$ cat src/logic/dpr_cfg.svh
// Timing and geometry constants for the dual-port RAM port controller.
// Assumes a 100 MHz system clock; all pin timings are rounded up to cycles.
`ifndef DPR_CFG_SVH
`define DPR_CFG_SVH

// Geometry of one port of the RAM.
`define DPR_AW            13
`define DPR_DW            8
`define DPR_SEM_IDX_LAST  3'h7

// Clock period and pin timings in nanoseconds.
`define DPR_CLK_NS        10
`define DPR_T_ACCESS_NS   55
`define DPR_T_FLOW_NS     55
`define DPR_T_WPULSE_NS   40
`define DPR_T_HOLD_NS     10
`define DPR_T_BUSY_NS     45
`define DPR_T_SOP_NS      20

// Least times round up to whole cycles, never below one.
`define DPR_CYC(ns) ((((ns) + `DPR_CLK_NS - 1) / `DPR_CLK_NS) < 1 ? 1 : \
                     (((ns) + `DPR_CLK_NS - 1) / `DPR_CLK_NS))

// Two flip-flops of input synchronisation delay.
`define DPR_SYNC_CYC      2

// Semaphore data values on the lowest data line.
`define DPR_SEM_TAKE_BIT  1'h0
`define DPR_SEM_FREE_BIT  1'h1

`endif

$ cat src/logic/dpr_pkg.sv
// Types shared by the dual-port RAM port controller.
// Assumes dpr_cfg.svh sets the address and data widths.
`include "dpr_cfg.svh"

package dpr_pkg;

    // Operations that the user side can request.
    typedef enum logic [2:0] {
        DPR_OP_RD       = 3'h0,
        DPR_OP_WR       = 3'h1,
        DPR_OP_SEM_RD   = 3'h2,
        DPR_OP_SEM_TAKE = 3'h3,
        DPR_OP_SEM_GIVE = 3'h4,
        DPR_OP_SEM_INIT = 3'h5
    } dpr_op_t;

    // One request from the user side.
    typedef struct packed {
        dpr_op_t               op;
        logic [`DPR_AW-1:0]    addr;
        logic [`DPR_DW-1:0]    data;
    } dpr_cmd_t;

    // One answer to the user side.
    typedef struct packed {
        logic [`DPR_DW-1:0]    data;
        logic                  granted;
        logic                  timeout;
    } dpr_rsp_t;

    // Sequencer states.
    typedef enum logic [2:0] {
        DPR_ST_IDLE   = 3'h0,
        DPR_ST_ARM    = 3'h1,
        DPR_ST_WBUSY  = 3'h2,
        DPR_ST_STROBE = 3'h3,
        DPR_ST_HOLD   = 3'h4,
        DPR_ST_GAP    = 3'h5,
        DPR_ST_READ   = 3'h6
    } dpr_state_t;

endpackage : dpr_pkg

$ cat src/logic/dpr_sync.sv
// Two-flop synchroniser for pin inputs of the dual-port RAM controller.
// Assumes inputs are asynchronous to i_sys_clk.
`timescale 1ns/1ps
`default_nettype none

module dpr_sync #(
    parameter int W = 1
) (
    // Clock, reset and enable.
    input  wire logic          i_sys_clk,
    input  wire logic          i_rst_b,
    input  wire logic          i_clk_en,
    // Raw and synchronised levels.
    input  wire logic [W-1:0]  i_d,
    output logic      [W-1:0]  o_q
);

    logic [W-1:0] meta;

    // The first stage feeds only the second, to let metastability settle.
    always_ff @(posedge i_sys_clk) begin
        if (!i_rst_b) begin
            meta <= '1;
            o_q  <= '1;
        end else if (i_clk_en) begin
            meta <= i_d;
            o_q  <= meta;
        end
    end

endmodule : dpr_sync

`default_nettype wire

$ cat src/logic/dpr_port_ctrl.sv
// Host-side controller that drives one port of a dual-port static RAM.
// Assumes the RAM pins are asynchronous and all pin inputs are synchronised.
// Contract
// - Write: select low, semaphore high, strobe low.
// - Reader waits flowthrough delay after other write.
// - Read needs select and output gate low.
// - Semaphore select replaces array select, never both.
// - Slave writes wait for settled busy input.
// - Write zero, deselect, read back, poll on one.
// - Software frees every semaphore at start.
`timescale 1ns/1ps
`default_nettype none
`include "dpr_cfg.svh"

module dpr_port_ctrl #(
    parameter int POLL_MAX = 16
) (
    // Clock, reset and enable.
    input  wire logic                   i_sys_clk,
    input  wire logic                   i_rst_b,
    input  wire logic                   i_clk_en,
    // User request and answer.
    input  wire logic                   i_cmd_valid,
    input  wire dpr_pkg::dpr_cmd_t      i_cmd,
    output logic                        o_cmd_ready,
    output logic                        o_rsp_valid,
    output dpr_pkg::dpr_rsp_t           o_rsp,
    // Status seen on the RAM's flag pins.
    output logic                        o_mbox_flag,
    output logic                        o_busy_hit,
    // RAM pins.
    output logic                        o_ce_b,
    output logic                        o_sem_b,
    output logic                        o_we_b,
    output logic                        o_oe_b,
    output logic [`DPR_AW-1:0]          o_addr,
    input  wire logic [`DPR_DW-1:0]     i_dq,
    output logic [`DPR_DW-1:0]          o_dq,
    output logic                        o_dq_oe,
    input  wire logic                   i_int_b,
    input  wire logic                   i_busy_b
);

    localparam logic [7:0] ACC_CYC  = 8'(`DPR_CYC(`DPR_T_ACCESS_NS)
                                      + `DPR_CYC(`DPR_T_FLOW_NS)
                                      + `DPR_SYNC_CYC);
    localparam logic [7:0] WP_CYC   = 8'(`DPR_CYC(`DPR_T_WPULSE_NS));
    localparam logic [7:0] HOLD_CYC = 8'(`DPR_CYC(`DPR_T_HOLD_NS));
    localparam logic [7:0] BSY_CYC  = 8'(`DPR_CYC(`DPR_T_BUSY_NS)
                                      + `DPR_SYNC_CYC);
    localparam logic [7:0] SOP_CYC  = 8'(`DPR_CYC(`DPR_T_SOP_NS));
    localparam logic [7:0] POLL_LIM = 8'(POLL_MAX);

    dpr_pkg::dpr_state_t  state;
    dpr_pkg::dpr_op_t     op;
    logic [7:0]           cnt;
    logic [7:0]           polls;
    logic [2:0]           sem_idx;
    logic [`DPR_DW-1:0]   dq_sync;
    logic                 int_sync;
    logic                 busy_sync;

    // Flags and read data all come from pins, so they cross two flops.
    dpr_sync #(
        .W (`DPR_DW + 2)
    ) u_sync (
        .i_sys_clk (i_sys_clk),
        .i_rst_b   (i_rst_b),
        .i_clk_en  (i_clk_en),
        .i_d       ({i_int_b, i_busy_b, i_dq}),
        .o_q       ({int_sync, busy_sync, dq_sync})
    );

    // True for the semaphore operations that write the lowest data line.
    function automatic logic is_sem_wr(input dpr_pkg::dpr_op_t o);
        is_sem_wr = (o == dpr_pkg::DPR_OP_SEM_TAKE) ||
                    (o == dpr_pkg::DPR_OP_SEM_GIVE) ||
                    (o == dpr_pkg::DPR_OP_SEM_INIT);
    endfunction : is_sem_wr

    // Flag pins are shown to the user as active-high levels.
    always_ff @(posedge i_sys_clk) begin
        if (!i_rst_b) begin
            o_mbox_flag <= 1'h0;
            o_busy_hit  <= 1'h0;
        end else if (i_clk_en) begin
            o_mbox_flag <= ~int_sync;
            o_busy_hit  <= ~busy_sync;
        end
    end

    // Access sequencer; every pin changes only on a clock edge.
    always_ff @(posedge i_sys_clk) begin
        if (!i_rst_b) begin
            state       <= dpr_pkg::DPR_ST_IDLE;
            op          <= dpr_pkg::DPR_OP_RD;
            cnt         <= 8'h00;
            polls       <= 8'h00;
            sem_idx     <= 3'h0;
            o_cmd_ready <= 1'h1;
            o_rsp_valid <= 1'h0;
            o_rsp       <= '0;
            o_ce_b      <= 1'h1;
            o_sem_b     <= 1'h1;
            o_we_b      <= 1'h1;
            o_oe_b      <= 1'h1;
            o_addr      <= '0;
            o_dq        <= '0;
            o_dq_oe     <= 1'h0;
        end else if (i_clk_en) begin
            o_rsp_valid <= 1'h0;
            case (state)
                dpr_pkg::DPR_ST_IDLE: begin
                    polls   <= 8'h00;
                    sem_idx <= 3'h0;
                    if (i_cmd_valid) begin
                        op          <= i_cmd.op;
                        o_cmd_ready <= 1'h0;
                        o_addr      <= i_cmd.addr;
                        if (i_cmd.op == dpr_pkg::DPR_OP_WR) begin
                            o_ce_b  <= 1'h0;
                            o_dq    <= i_cmd.data;
                            o_dq_oe <= 1'h1;
                            cnt     <= BSY_CYC;
                            state   <= dpr_pkg::DPR_ST_ARM;
                        end else if (is_sem_wr(i_cmd.op)) begin
                            // Semaphore select stands in for array select.
                            o_sem_b <= 1'h0;
                            o_we_b  <= 1'h0;
                            o_dq    <= {`DPR_DW{
                                (i_cmd.op == dpr_pkg::DPR_OP_SEM_TAKE)
                                ? `DPR_SEM_TAKE_BIT
                                : `DPR_SEM_FREE_BIT}};
                            o_dq_oe <= 1'h1;
                            if (i_cmd.op == dpr_pkg::DPR_OP_SEM_INIT) begin
                                o_addr <= '0;
                            end
                            cnt     <= WP_CYC;
                            state   <= dpr_pkg::DPR_ST_STROBE;
                        end else begin
                            o_ce_b  <= (i_cmd.op != dpr_pkg::DPR_OP_RD);
                            o_sem_b <= (i_cmd.op == dpr_pkg::DPR_OP_RD);
                            o_oe_b  <= 1'h0;
                            cnt     <= ACC_CYC;
                            state   <= dpr_pkg::DPR_ST_READ;
                        end
                    end
                end
                dpr_pkg::DPR_ST_ARM: begin
                    // Let the busy answer of the arbiter settle first.
                    if (cnt > 8'h01) begin
                        cnt <= cnt - 8'h01;
                    end else begin
                        state <= dpr_pkg::DPR_ST_WBUSY;
                    end
                end
                dpr_pkg::DPR_ST_WBUSY: begin
                    // A write never starts while the other port holds it.
                    if (busy_sync) begin
                        o_we_b <= 1'h0;
                        cnt    <= WP_CYC;
                        state  <= dpr_pkg::DPR_ST_STROBE;
                    end
                end
                dpr_pkg::DPR_ST_STROBE: begin
                    if (cnt > 8'h01) begin
                        cnt <= cnt - 8'h01;
                    end else begin
                        // Data is captured on this rising strobe edge.
                        o_we_b <= 1'h1;
                        cnt    <= HOLD_CYC;
                        state  <= dpr_pkg::DPR_ST_HOLD;
                    end
                end
                dpr_pkg::DPR_ST_HOLD: begin
                    if (cnt > 8'h01) begin
                        cnt <= cnt - 8'h01;
                    end else begin
                        o_ce_b  <= 1'h1;
                        o_sem_b <= 1'h1;
                        o_dq_oe <= 1'h0;
                        cnt     <= SOP_CYC;
                        if (op == dpr_pkg::DPR_OP_SEM_TAKE) begin
                            state <= dpr_pkg::DPR_ST_GAP;
                        end else if (op == dpr_pkg::DPR_OP_SEM_INIT &&
                                     sem_idx != `DPR_SEM_IDX_LAST) begin
                            sem_idx <= sem_idx + 3'h1;
                            state   <= dpr_pkg::DPR_ST_GAP;
                        end else begin
                            o_rsp       <= '0;
                            o_rsp_valid <= 1'h1;
                            o_cmd_ready <= 1'h1;
                            state       <= dpr_pkg::DPR_ST_IDLE;
                        end
                    end
                end
                dpr_pkg::DPR_ST_GAP: begin
                    // Semaphore select stays high between one semaphore access and the next.
                    if (cnt > 8'h01) begin
                        cnt <= cnt - 8'h01;
                    end else if (op == dpr_pkg::DPR_OP_SEM_INIT) begin
                        o_addr  <= {{(`DPR_AW-3){1'h0}}, sem_idx};
                        o_sem_b <= 1'h0;
                        o_we_b  <= 1'h0;
                        o_dq_oe <= 1'h1;
                        cnt     <= WP_CYC;
                        state   <= dpr_pkg::DPR_ST_STROBE;
                    end else begin
                        o_sem_b <= 1'h0;
                        o_oe_b  <= 1'h0;
                        cnt     <= ACC_CYC;
                        state   <= dpr_pkg::DPR_ST_READ;
                    end
                end
                dpr_pkg::DPR_ST_READ: begin
                    // The wait covers access, flowthrough and the synchroniser.
                    if (cnt > 8'h01) begin
                        cnt <= cnt - 8'h01;
                    end else begin
                        o_ce_b  <= 1'h1;
                        o_sem_b <= 1'h1;
                        o_oe_b  <= 1'h1;
                        if (op == dpr_pkg::DPR_OP_SEM_TAKE &&
                            dq_sync[0] != `DPR_SEM_TAKE_BIT &&
                            polls != POLL_LIM) begin
                            // Other port owns it: poll again after a gap.
                            polls <= polls + 8'h01;
                            cnt   <= SOP_CYC;
                            state <= dpr_pkg::DPR_ST_GAP;
                        end else begin
                            o_rsp.data    <= dq_sync;
                            o_rsp.granted <= (op == dpr_pkg::DPR_OP_SEM_TAKE)
                                && (dq_sync[0] == `DPR_SEM_TAKE_BIT);
                            o_rsp.timeout <= (op == dpr_pkg::DPR_OP_SEM_TAKE)
                                && (dq_sync[0] != `DPR_SEM_TAKE_BIT);
                            o_rsp_valid   <= 1'h1;
                            o_cmd_ready   <= 1'h1;
                            state         <= dpr_pkg::DPR_ST_IDLE;
                        end
                    end
                end
                default: begin
                    state <= dpr_pkg::DPR_ST_IDLE;
                end
            endcase
        end
    end
endmodule : dpr_port_ctrl

`default_nettype wire

$ cat config.mk
export PLATFORM = sky130hd
export DESIGN_NAME = dpr_port_ctrl
export DESIGN_NICKNAME = d
export VERILOG_FILES = /design/src/logic/dpr_pkg.sv /design/src/logic/dpr_sync.sv /design/src/logic/dpr_port_ctrl.sv
export VERILOG_INCLUDE_DIRS = /design/src /design/src/logic
export SDC_FILE = /design/constraint.sdc
export NUM_CORES = 1
export LEC_CHECK = 0
export BUFFER_PORTS_ARGS = -buffer_cell sky130_fd_sc_hd__buf_2
export CAP_MARGIN = 10
export CORE_ASPECT_RATIO = 0.75
export CORE_MARGIN = 2
export CORE_UTILIZATION = 50
export CTS_BUF_LIST = sky130_fd_sc_hd__clkbuf_2 sky130_fd_sc_hd__clkbuf_4 sky130_fd_sc_hd__clkbuf_8
export DETAILED_ROUTE_END_ITERATION = 6
export PLACE_DENSITY = 0.71
export RECOVER_POWER = 100
export SYNTH_ARGS = -nofsm -noshare
export SYNTH_HDL_FRONTEND = slang
export SYNTH_SLANG_ARGS = --single-unit
export TNS_END_PERCENT = 30
$ cat constraint.sdc
create_clock -name i_sys_clk -period 4.5 [get_ports i_sys_clk]
set_input_delay 0.675 -clock i_sys_clk [delete_from_list [all_inputs] [get_ports i_sys_clk]]
set_output_delay 0.675 -clock i_sys_clk [all_outputs]
set_load 0.02 [all_outputs]
==> reports/results.txt, run 1 <==
outcome: complete, no violations
CTS H-tree lvls: 3
hold_sp: o_addr[3]
flop and latch count out of synthesis: 85
Worst Setup End Kind: flip-flop
final critical path time including I/O delays and setup: 3.32 ns
number of enable-type register cells in the synthesized netlist: 0
Post-Synthesis Mean Instance Area: 8.36 um^2
busiest layer in global routing: met2
Starting Density: 51.6%
CTS-repair resized insts: 0
most common cell after layout, fill and taps aside: sky130_fd_sc_hd__dfxtp_1
Synthesized Nets: 533
Core Area: 0.00792 mm^2
row count: 28
timing startpoint of the critical path: cnt[0]
CTS buffer count: 9
number of buffers inserted for hold repair after clock tree synthesis: 0
met1 demand-to-capacity share in global routing: 31.4%
setup repair after global routing missed its margin: false
vias per inst: 5.80
Setup Total Neg Slack: 0 ns
clock skew: 0.0105 ns
commonest cells after routing, fill and taps aside: 85 x sky130_fd_sc_hd__dfxtp_1, 82 x sky130_fd_sc_hd__nand2_1, 51 x sky130_fd_sc_hd__nor2_1
number of sinks on the clock net: 85
required time of the worst setup path: 4.76 ns
async set-or-reset flop fraction in the synthesized netlist: 0%
residual antenna-violating net count after detailed routing: 0
portion of the clock cycle consumed by the worst path in the final layout: 73.7%
pwr dens: 632 mW/mm^2
estimated wirelength of the detail-placed design: 7090 um
switching power summed over all nets: 1.28 mW
number of instances in the synthesized netlist: 489
via count of the first global-routing pass: 3439
number of design rule violations left after detail routing: 0
antenna violations before repair: 0
Critical Path Start Type: flip-flop
GR Util met3: 7.77%
drt first-iter violations: 417
share of final-layout standard cells stronger than drive strength 1: 11.6%
clock-pin slew on the worst setup and hold paths: 0.08 ns
pin count of the biggest net entering global routing: 46
Slew @ Worst Pin: 1.29 ns
Synth Flop Type: sky130_fd_sc_hd__dfxtp_1
number of maximum-capacitance constraint violations: 0
Leakage: 1.84 nW
Critical Setup Path Class: flip-flop to flip-flop
Final GP Congestion: 0.983
relative slew slack: 12.9%
cell-internal power: 1.64 mW
number of setup buffers added after CTS: 0
Cell variety after synth: 53
routing usage on met2: 36.0%
global-route wire length before repair: 16300 um
number of I/O pins: 78
post-synthesis to final-layout area growth: 13.0%
count of endpoints failing setup in the final report: 0
Synth Cell Area: 0.00409 mm^2
cell area after placement: 0.00447 mm^2
portion of total power attributed to the clock network: 21.4%
worst endpoint data arrival time: 3.57 ns
first-pass iteration count of the detailed router: 7
Port-buffer cells: 77
switching power as a share of total power: 43.8%
kind of path behind the tightest hold check: flip-flop to flip-flop
sequential area share after synthesis: 41.6%
Clock Path Buffers: 2
CTS tree: done
Via Count: 3816
grt ovf: 0
cell at the root of the clock tree: sky130_fd_sc_hd__clkbuf_8
overall die width: 108 um
Combinational Power Share: 42.8%
worst vdd ir: 0.326 mV
clock latency on the worst-skew pair: 0.36 ns
floorplan die area: 0.00892 mm^2
Die Ht: 82.3 um
source of the worst register-to-register timing path: cnt[0]
Yosys warning total: 0
GRT Overall Usage: 23.3%
Post-Layout Inst Area: 0.00462 mm^2
power share of the sequential group: 35.8%
pins over their slew limit: 0
highest clock rate: 0.302 GHz
biggest fanout along the worst timing path: 16
number of diodes: 0
final net count: 592
hold violation count in the final report: 0
routed length per placed instance: 15.4 um
final WL: 10100 um
path summary, 6_finish.rpt:
path / end / slack (ns) / depth (start not counted)
min reg2reg: o_addr[3] / 0.46 / 2
max: cnt[0] / 1.18 / 8
min: o_addr[3] / 0.46 / 2
max reg2reg: cnt[0] / 1.18 / 8
logic make-up after synthesis:
logic type               count (synthesis)  share of synthesized area (%)
AND/OR/NAND/NOR                        220                           26.0
AO/OA/AOI/OAI                           92                           14.8
flip-flops                              85                           41.6
multiplexers                            41                           10.0
buffers and inverters                   39                           4.44
XOR/XNOR                                 6                           1.29
adder cells (fa/ha/maj)                  6                           1.84
flip-flops by register name (all words and copies together), names as in the netlist:
name         flops
op               3
o_rsp_valid      1
state            3
sem_idx          3
o_sem_b          1
u_sync.meta     10
o_mbox_flag      1
o_dq_oe          1
o_ce_b           1
o_busy_hit       1
u_sync.o_q      10
o_we_b           1
o_dq             8
cnt              8
o_oe_b           1
o_addr          13
o_rsp           10
polls            8
o_cmd_ready      1
critical path, stage by stage (launching register included):
cell	delay (ns)
sky130_fd_sc_hd__dfxtp_1	0.44
sky130_fd_sc_hd__inv_1	0.07
sky130_fd_sc_hd__ha_1	0.27
sky130_fd_sc_hd__or2_0	0.26
sky130_fd_sc_hd__and3_1	0.36
sky130_fd_sc_hd__and3_1	0.29
sky130_fd_sc_hd__nor4_1	1.03
sky130_fd_sc_hd__o221ai_1	0.30
sky130_fd_sc_hd__o211a_1	0.21
layer usage:
layer  wire length, um  part of all wire (%)  vias to the layer above
li1                  -                     -                     1841
met1              4660                    46                     1772
met2              4360                    43                      184
met3               996                   9.8                       19
met4               123                   1.2                        0
met5                 0                     0                        -
synthesized netlist by cell type, types with 2 or more instances:
master | count | area share [%]
sky130_fd_sc_hd__nand4_1 | 7 | 1.1
sky130_fd_sc_hd__a211oi_1 | 4 | 0.73
sky130_fd_sc_hd__nor2b_1 | 13 | 2.0
sky130_fd_sc_hd__dfxtp_1 | 85 | 42
sky130_fd_sc_hd__or3_1 | 3 | 0.46
sky130_fd_sc_hd__o21a_1 | 5 | 0.92
sky130_fd_sc_hd__xor2_1 | 6 | 1.3
sky130_fd_sc_hd__ha_1 | 6 | 1.8
sky130_fd_sc_hd__nand3_1 | 24 | 2.9
sky130_fd_sc_hd__nand2b_1 | 5 | 0.77
sky130_fd_sc_hd__buf_6 | 3 | 0.83
sky130_fd_sc_hd__a21oi_1 | 28 | 3.4
sky130_fd_sc_hd__inv_1 | 8 | 0.73
sky130_fd_sc_hd__o31ai_1 | 2 | 0.37
sky130_fd_sc_hd__and2_1 | 2 | 0.31
sky130_fd_sc_hd__clkbuf_1 | 16 | 1.5
sky130_fd_sc_hd__nand3b_1 | 4 | 0.73
sky130_fd_sc_hd__buf_2 | 10 | 1.2
sky130_fd_sc_hd__or2_0 | 2 | 0.31
sky130_fd_sc_hd__nor3_1 | 11 | 1.3
sky130_fd_sc_hd__a32oi_1 | 2 | 0.43
sky130_fd_sc_hd__mux2i_1 | 41 | 10
sky130_fd_sc_hd__nor4_4 | 2 | 1.0
sky130_fd_sc_hd__a221oi_1 | 3 | 0.64
sky130_fd_sc_hd__nor2_2 | 2 | 0.31
sky130_fd_sc_hd__o22ai_1 | 11 | 1.7
sky130_fd_sc_hd__o221a_2 | 4 | 1.1
sky130_fd_sc_hd__and3_1 | 6 | 0.92
sky130_fd_sc_hd__a31oi_1 | 7 | 1.1
sky130_fd_sc_hd__buf_1 | 2 | 0.18
sky130_fd_sc_hd__o21ai_0 | 14 | 1.7
sky130_fd_sc_hd__nand2_1 | 82 | 7.5
sky130_fd_sc_hd__nor2_1 | 49 | 4.5
power by group through the flow:
| stage | registers (mW) | clock network (mW) | logic, mW |
|---|---|---|---|
| 2_1_floorplan | 1.04 | 0 | 1.05 |
| 3_3_place_gp | 1.05 | 0 | 1.24 |
| 3_5_place_dp | 1.05 | 0 | 1.27 |
| 4_1_cts | 1.04 | 0.637 | 1.28 |
| 5_1_grt | 1.06 | 0.670 | 1.39 |
| 6_report | 1.05 | 0.624 | 1.25 |
through the flow:
stage | worst slack (ns) | hold slack [ns] | util [%] | power (mW) | instances
6_report | 1.18 | 0.457 | 58.3 | 2.92 | 658
5_1_grt | 0.892 | 0.481 | 58.3 | 3.12 | 658
4_1_cts | 1.73 | 0.458 | 59.3 | 2.95 | 658
3_5_place_dp | 1.58 | 0.446 | 56.4 | 2.32 | 642
3_3_place_gp | 1.74 | 0.435 | 56.4 | 2.29 | 642
2_1_floorplan | 2.24 | 0.437 | - | 2.09 | 489
cell type report:
| class | instances | area [um^2] |
|---|---|---|
| Inverter | 8 | 30.0 |
| Clock inverter | 6 | 93.8 |
| Sequential cell | 85 | 1700 |
| Multi-Input combinational cell | 365 | 2170 |
| Timing Repair Buffer | 79 | 350 |
| Fill cell | 757 | 3300 |
| Clock buffer | 10 | 138 |
| Tap cell | 105 | 131 |
No activity file was read; power rests on OpenSTA's default activity.
==> inputs of run 2 (changes only) <==
- ABC_AREA: not set -> 1
- clock period: 4.5 -> 3.2 ns (I/O delays scaled with it)
==> run 2 against run 1 <==
Compared with the run above: area after synthesis rose by 7.8%; cell count rose by 24%; die area rose by 7.5%; synthesized cell count rose by 30%; sequential share of layout area fell by 1.8 points; first-iteration DRC count fell by 12%; flip-flop and latch count did not move; power rose by 1.4%; combinational power fell by 24%; hold slack got worse by 0.14 ns; utilization fell by 1.4 points; via count rose by 12%; critical path type unchanged.
==> reports/results.txt, run 2 <==
outcome: complete, no violations (unchanged)
core occupancy in the finished layout: 57.0% (was 58.3%)
post-synth top area share: 38.6% (was 41.6%)
estimated wirelength of the detail-placed design: 7700 um (was 7090 um)
sequential area share after synthesis: 38.6% (was 41.6%)
required time of the worst setup path: 3.46 ns (was 4.76 ns)
switching power summed over all nets: 1.17 mW (was 1.28 mW)
pin count of the biggest net entering global routing: 58 (was 46)
Port-buffer cells: 77 (unchanged)
Synth Cell Area: 0.00441 mm^2 (was 0.00409 mm^2)
Leakage: 2.19 nW (was 1.84 nW)
Final GP Congestion: 0.977 (was 0.983)
switching power as a share of total power: 39.5% (was 43.8%)
drt first-iter violations: 365 (was 417)
Clock Path Buffers: 2 (unchanged)
Synth Flop Type: sky130_fd_sc_hd__dfxtp_1 (unchanged)
cell types with the highest counts after synthesis: 165 x sky130_fd_sc_hd__nand2_1, 85 x sky130_fd_sc_hd__dfxtp_1, 82 x sky130_fd_sc_hd__nor2_1, 52 x sky130_fd_sc_hd__nand3_1, 50 x sky130_fd_sc_hd__inv_1 (was 85 x sky130_fd_sc_hd__dfxtp_1, 82 x sky130_fd_sc_hd__nand2_1, 49 x sky130_fd_sc_hd__nor2_1, 41 x sky130_fd_sc_hd__mux2i_1, 28 x sky130_fd_sc_hd__a21oi_1)
max reg flops: 13 (unchanged)
Starting Density: 51.7% (was 51.6%)
cell type with the highest occurrence count on the critical path: sky130_fd_sc_hd__nor2_1 (was sky130_fd_sc_hd__and3_1)
family with the most delay on the worst path: simple AND/OR/NAND/NOR gates (unchanged)
commonest cells after routing, fill and taps aside: 169 x sky130_fd_sc_hd__nand2_1, 87 x sky130_fd_sc_hd__nor2_1, 85 x sky130_fd_sc_hd__dfxtp_1 (was 85 x sky130_fd_sc_hd__dfxtp_1, 82 x sky130_fd_sc_hd__nand2_1, 51 x sky130_fd_sc_hd__nor2_1)
Critical Setup Path Class: flip-flop to flip-flop (unchanged)
via count of the first global-routing pass: 4075 (was 3439)
Cell variety after synth: 36 (was 53)
count of endpoints failing setup in the final report: 0 (unchanged)
largest cells by area after synthesis: sky130_fd_sc_hd__dfxtp_1 39%, sky130_fd_sc_hd__nand2_1 14%, sky130_fd_sc_hd__nor2_1 7.0%, sky130_fd_sc_hd__nand3_1 5.9%, sky130_fd_sc_hd__a21oi_1 5.0% (was sky130_fd_sc_hd__dfxtp_1 42%, sky130_fd_sc_hd__mux2i_1 10%, sky130_fd_sc_hd__nand2_1 7.5%, sky130_fd_sc_hd__nor2_1 4.5%, sky130_fd_sc_hd__a21oi_1 3.4%)
Post-Synthesis Mean Instance Area: 6.91 um^2 (was 8.36 um^2)
clock-pin slew on the worst setup and hold paths: 0.09 ns (was 0.08 ns)
pins over their slew limit: 0 (unchanged)
relative slew slack: 21.6% (was 12.9%)
buffering stage count on the worst path with inverters included: 1 (unchanged)
CTS buffer count: 9 (unchanged)
Layout Cells excl Fill: 818 (was 658)
register bank with the most flops: o_addr (unchanged)
most frequent cell after synthesis: sky130_fd_sc_hd__nand2_1 (was sky130_fd_sc_hd__dfxtp_1)
grt ovf: 0 (unchanged)
power share of the sequential group: 43.0% (was 35.8%)
cell at the root of the clock tree: sky130_fd_sc_hd__clkbuf_8 (unchanged)
row count: 29 (was 28)
Synthesized Nets: 682 (was 533)
Slowest cell on crit path: sky130_fd_sc_hd__dfxtp_1 (was sky130_fd_sc_hd__nor4_1)
clock skew: 0.0110 ns (was 0.0105 ns)
source of the worst register-to-register timing path: state[0] (was cnt[0])
hold_sp: i_dq[4] (was o_addr[3])
hold violation count in the final report: 0 (unchanged)
Combinational Power Share: 32.1% (was 42.8%)
number of maximum-capacitance constraint violations: 0 (unchanged)
Setup Total Neg Slack: 0 ns (unchanged)
number of diodes: 0 (unchanged)
number of design rule violations left after detail routing: 0 (unchanged)
number of sinks on the clock net: 85 (unchanged)
residual antenna-violating net count after detailed routing: 0 (unchanged)
portion of the clock cycle consumed by the worst path in the final layout: 79.6% (was 73.7%)
cell area after placement: 0.00480 mm^2 (was 0.00447 mm^2)
timing startpoint of the critical path: state[0] (was cnt[0])
overall die width: 112 um (was 108 um)
final WL: 10800 um (was 10100 um)
portion of total power attributed to the clock network: 24.9% (was 21.4%)
Post-Layout Inst Area: 0.00486 mm^2 (was 0.00462 mm^2)
number of setup buffers added after CTS: 0 (unchanged)
floorplan die area: 0.00959 mm^2 (was 0.00892 mm^2)
Slew @ Worst Pin: 1.18 ns (was 1.29 ns)
cell-internal power: 1.79 mW (was 1.64 mW)
global-route wire length before repair: 18400 um (was 16300 um)
final critical path time including I/O delays and setup: 2.55 ns (was 3.32 ns)
Worst Setup End Kind: flip-flop (unchanged)
GRT Overall Usage: 23.5% (was 23.3%)
antenna violations before repair: 0 (unchanged)
highest clock rate: 0.393 GHz (was 0.302 GHz)
setup slack at placement: 1.08 ns (was 1.58 ns)
number of enable-type register cells in the synthesized netlist: 0 (unchanged)
flop and latch count out of synthesis: 85 (unchanged)
number of instances in the synthesized netlist: 638 (was 489)
pwr dens: 609 mW/mm^2 (was 632 mW/mm^2)
number of buffers inserted for hold repair after clock tree synthesis: 0 (unchanged)
worst setup margin: 0.654 ns (was 1.18 ns)
CTS tree: done (unchanged)
CTS H-tree lvls: 3 (unchanged)
async set-or-reset flop fraction in the synthesized netlist: 0% (unchanged)
post-synthesis to final-layout area growth: 10.2% (was 13.0%)
routed length per placed instance: 13.2 um (was 15.4 um)
most common cell after layout, fill and taps aside: sky130_fd_sc_hd__nand2_1 (was sky130_fd_sc_hd__dfxtp_1)
vias per inst: 5.24 (was 5.80)
Die Ht: 85.3 um (was 82.3 um)
Via Count: 4285 (was 3816)
number of fillers in the final layout: 837 (was 757)
clock latency on the worst-skew pair: 0.38 ns (was 0.36 ns)
Yosys warning total: 0 (unchanged)
Final Power: 2.96 mW (was 2.92 mW)
worst vdd ir: 0.432 mV (was 0.326 mV)
kind of path behind the tightest hold check: input port to flip-flop (was flip-flop to flip-flop)
worst endpoint data arrival time: 2.81 ns (was 3.57 ns)
CTS-repair resized insts: 0 (unchanged)
first-pass iteration count of the detailed router: 5 (was 7)
Critical Path Start Type: flip-flop (unchanged)
share of final-layout standard cells stronger than drive strength 1: 12.8% (was 11.6%)
dominant cell type by area after synthesis: sky130_fd_sc_hd__dfxtp_1 (unchanged)
setup repair after global routing missed its margin: false (unchanged)
final net count: 749 (was 592)
Core Area: 0.00853 mm^2 (was 0.00792 mm^2)
worst hold margin: 0.314 ns (was 0.457 ns)
biggest fanout along the worst timing path: 10 (was 16)
number of I/O pins: 78 (unchanged)
number of placed instances, taps included: 802 (was 642)
worst-path cell chain: nor2_1 -> nand2_1 -> o21ai_0 -> inv_1 -> nand2_1 -> nor2_1 -> nand2_2 -> nor2_1 -> nor2_1 (was inv_1 -> ha_1 -> or2_0 -> and3_1 -> and3_1 -> nor4_1 -> o221ai_1 -> o211a_1)
CP peak stage delay: 0.57 ns (was 1.03 ns)
-- run 2: power groups by stage --
stage / clock [mW] / combinational (mW) / sequential, mW
3_5_place_dp: 0 / 0.992 / 1.30
3_3_place_gp: 0 / 0.979 / 1.29
4_1_cts: 0.752 / 0.998 / 1.27
2_1_floorplan: 0 / 0.726 / 1.34
5_1_grt: 0.800 / 1.09 / 1.29
6_report: 0.737 / 0.951 / 1.27
-- run 2: area by class of cell --
class / count / area (um^2) / share of cell area, %
sequential: 85 / 1700 / 35.0
inverter: 60 / 225 / 4.64
multi-input combinational: 470 / 2260 / 46.5
clock inverter: 5 / 42.5 / 0.876
clock buffer: 11 / 145 / 2.99
tap: 108 / 135 / 2.78
timing repair buffer: 79 / 347 / 7.14
-- run 2: cells by family (layout without fill, tap and decap cells) --
kind of cell / after synthesis / in the layout / synth area share [%]
AOI/OAI and AO/OA: 111 / 111 / 14.0
xor gates and xnor gates: 3 / 3 / 0.596
adders and majority gates: 6 / 6 / 1.70
buffers and inverters: 83 / 155 / 8.43
DFF: 85 / 85 / 38.6
and+or+nand+nor: 350 / 350 / 36.7
-- run 2: worst register-to-register path: stages (launching register included) --
cell	delay [ns]
sky130_fd_sc_hd__dfxtp_1	0.57
sky130_fd_sc_hd__nor2_1	0.13
sky130_fd_sc_hd__nand2_1	0.33
sky130_fd_sc_hd__o21ai_0	0.19
sky130_fd_sc_hd__inv_1	0.26
sky130_fd_sc_hd__nand2_1	0.12
sky130_fd_sc_hd__nor2_1	0.37
sky130_fd_sc_hd__nand2_2	0.22
sky130_fd_sc_hd__nor2_1	0.19
sky130_fd_sc_hd__nor2_1	0.06
-- run 2: layer usage --
layer	track usage [%]	up-vias	part of all wire, %
met2	37.1	134	43
li1	-	2185	-
met4	8.76	0	1.7
met5	0	-	0
met1	30.9	1950	49
met3	6.71	16	6.6
-- run 2: path summary, 6_finish.rpt --
| path | cells after the start | slack (ns) | to |
|---|---|---|---|
| max | 9 | 0.65 | cnt[3] |
| max reg2reg | 9 | 0.65 | cnt[3] |
| min reg2reg | 1 | 0.45 | o_mbox_flag |
| min | 3 | 0.31 | u_sync.meta[4] |
==> inputs of run 3 (changes only) <==
- clock period: 3.2 -> 2.6 ns (I/O delays scaled with it)
==> run 3 against run 2 <==
Compared with the run above: non-clock buffer count increased by 2; worst setup slack worse by 0.30 ns; hold slack worse by 0.085 ns; die area unchanged; power rose by 29%; cell count is 0.24% higher; critical path depth is 1 lower; sequential share of layout area down 0.65 points; clock skew grew 0.0028 ns; register-to-register slack worse by 0.30 ns; flip-flop and latch count did not move; maximum frequency up 14%; critical endpoint is now o_addr[9]; highest routed layer unchanged.
==> reports/results.txt, run 3 (synthesized netlist as in run 2, its figures left out) <==
first-pass iteration count of the detailed router: 5 (unchanged)
number of design rule violations left after detail routing: 0 (unchanged)
number of I/O pins: 78 (unchanged)
cell at the root of the clock tree: sky130_fd_sc_hd__clkbuf_8 (unchanged)
required time of the worst setup path: 2.90 ns (was 3.46 ns)
CTS-repair resized insts: 0 (unchanged)
antenna violations before repair: 0 (unchanged)
relative slew slack: 26.0% (was 21.6%)
grt ovf: 0 (unchanged)
Die Ht: 85.3 um (unchanged)
Leakage: 2.23 nW (was 2.19 nW)
post-synthesis to final-layout area growth: 12.3% (was 10.2%)
final WL: 10600 um (was 10800 um)
global-route wire length before repair: 18200 um (was 18400 um)
worst hold margin: 0.229 ns (was 0.314 ns)
register bank with the most flops: o_addr (unchanged)
final critical path time including I/O delays and setup: 2.24 ns (was 2.55 ns)
Via Count: 4200 (was 4285)
Final GP Congestion: 0.951 (was 0.977)
Critical Path Start Type: flip-flop (unchanged)
via count of the first global-routing pass: 3957 (was 4075)
Starting Density: 51.7% (unchanged)
Critical Setup Path Class: flip-flop to flip-flop (unchanged)
GRT Overall Usage: 23.1% (was 23.5%)
commonest cells after routing, fill and taps aside: 168 x sky130_fd_sc_hd__nand2_1, 85 x sky130_fd_sc_hd__dfxtp_1, 84 x sky130_fd_sc_hd__nor2_1 (was 169 x sky130_fd_sc_hd__nand2_1, 87 x sky130_fd_sc_hd__nor2_1, 85 x sky130_fd_sc_hd__dfxtp_1)
portion of the clock cycle consumed by the worst path in the final layout: 86.2% (was 79.6%)
number of sinks on the clock net: 85 (unchanged)
setup slack at placement: 0.518 ns (was 1.08 ns)
Slew @ Worst Pin: 1.11 ns (was 1.18 ns)
Core Area: 0.00853 mm^2 (unchanged)
floorplan die area: 0.00959 mm^2 (unchanged)
CTS H-tree lvls: 3 (unchanged)
pwr dens: 770 mW/mm^2 (was 609 mW/mm^2)
Setup Total Neg Slack: 0 ns (unchanged)
worst setup margin: 0.359 ns (was 0.654 ns)
count of endpoints failing setup in the final report: 0 (unchanged)
pins over their slew limit: 0 (unchanged)
pin count of the biggest net entering global routing: 58 (unchanged)
clock-pin slew on the worst setup and hold paths: 0.09 ns (about the same)
clock skew: 0.0137 ns (was 0.0110 ns)
CTS tree: done (unchanged)
Clock Path Buffers: 2 (unchanged)
final net count: 751 (was 749)
Port-buffer cells: 77 (unchanged)
max reg flops: 13 (unchanged)
highest clock rate: 0.446 GHz (was 0.393 GHz)
Worst Setup End Kind: flip-flop (unchanged)
worst vdd ir: 0.493 mV (was 0.432 mV)
number of fillers in the final layout: 866 (was 837)
hold violation count in the final report: 0 (unchanged)
worst endpoint data arrival time: 2.54 ns (was 2.81 ns)
number of maximum-capacitance constraint violations: 0 (unchanged)
residual antenna-violating net count after detailed routing: 0 (unchanged)
estimated wirelength of the detail-placed design: 7810 um (was 7700 um)
clock latency on the worst-skew pair: 0.36 ns (was 0.38 ns)
number of diodes: 0 (unchanged)
most common cell after layout, fill and taps aside: sky130_fd_sc_hd__nand2_1 (unchanged)
overall die width: 112 um (unchanged)
drt first-iter violations: 353 (was 365)
CTS buffer count: 9 (unchanged)
kind of path behind the tightest hold check: input port to flip-flop (unchanged)
setup repair after global routing missed its margin: false (unchanged)
share of final-layout standard cells stronger than drive strength 1: 13.9% (was 12.8%)
routed length per placed instance: 12.9 um (was 13.2 um)
outcome: complete, no violations (unchanged)
number of buffers inserted for hold repair after clock tree synthesis: 0 (unchanged)
row count: 29 (unchanged)
number of setup buffers added after CTS: 0 (unchanged)
vias per inst: 5.12 (was 5.24)
biggest fanout along the worst timing path: 14 (was 10)
[run 3: layer usage]
metal,up-vias,GRT usage (%),share of wire [%]
li1,2197,-,-
met5,-,0,0
met3,13,5.93,5.5
met2,111,34.7,43
met4,0,6.76,1.1
met1,1879,32.7,50
[run 3: final timing paths]
| check | start | to | slack [ns] | cells past startpoint |
|---|---|---|---|---|
| max | state[0] | o_addr[9] | 0.36 | 8 |
| min | i_busy_b | u_sync.meta[8] | 0.23 | 3 |
| min reg2reg | u_sync.o_q[9] | o_mbox_flag | 0.45 | 1 |
| max reg2reg | state[0] | o_addr[9] | 0.36 | 8 |
[run 3: power breakdown]
part	switching (mW)	leakage, nW	internal (mW)
combinational	0.828	1.42	0.371
sequential	0.114	0.698	1.45
clock	0.495	0.113	0.553
total	1.44	2.23	2.38
[run 3: final cells by class]
type / count / area (um^2) / area share [%]
timing repair buffer: 81 / 362 / 7.31
tap: 108 / 135 / 2.73
clock inverter: 7 / 106 / 2.15
clock buffer: 9 / 124 / 2.50
inverter: 60 / 225 / 4.55
multi-input combinational: 470 / 2290 / 46.4
sequential: 85 / 1700 / 34.4
[run 3: per-stage QoR]
step	instance area (um^2)	total power [mW]	instances	util, %
final	4950	3.81	820	58.0
after global placement	4810	2.80	804	56.4
after global routing	4950	4.08	820	58.0
after CTS	5040	3.89	820	59.1
after floorplan	4410	2.54	638	-
after detailed placement	4810	2.82	804	56.4
[run 3: critical path, stage by stage, from the launching register on]
cell	delay, ns
sky130_fd_sc_hd__dfxtp_1	0.56
sky130_fd_sc_hd__nor2_1	0.12
sky130_fd_sc_hd__nand2_1	0.36
sky130_fd_sc_hd__o21ai_2	0.11
sky130_fd_sc_hd__inv_1	0.21
sky130_fd_sc_hd__nand3_2	0.27
sky130_fd_sc_hd__inv_2	0.27
sky130_fd_sc_hd__o21ai_0	0.10
sky130_fd_sc_hd__nor2_1	0.16
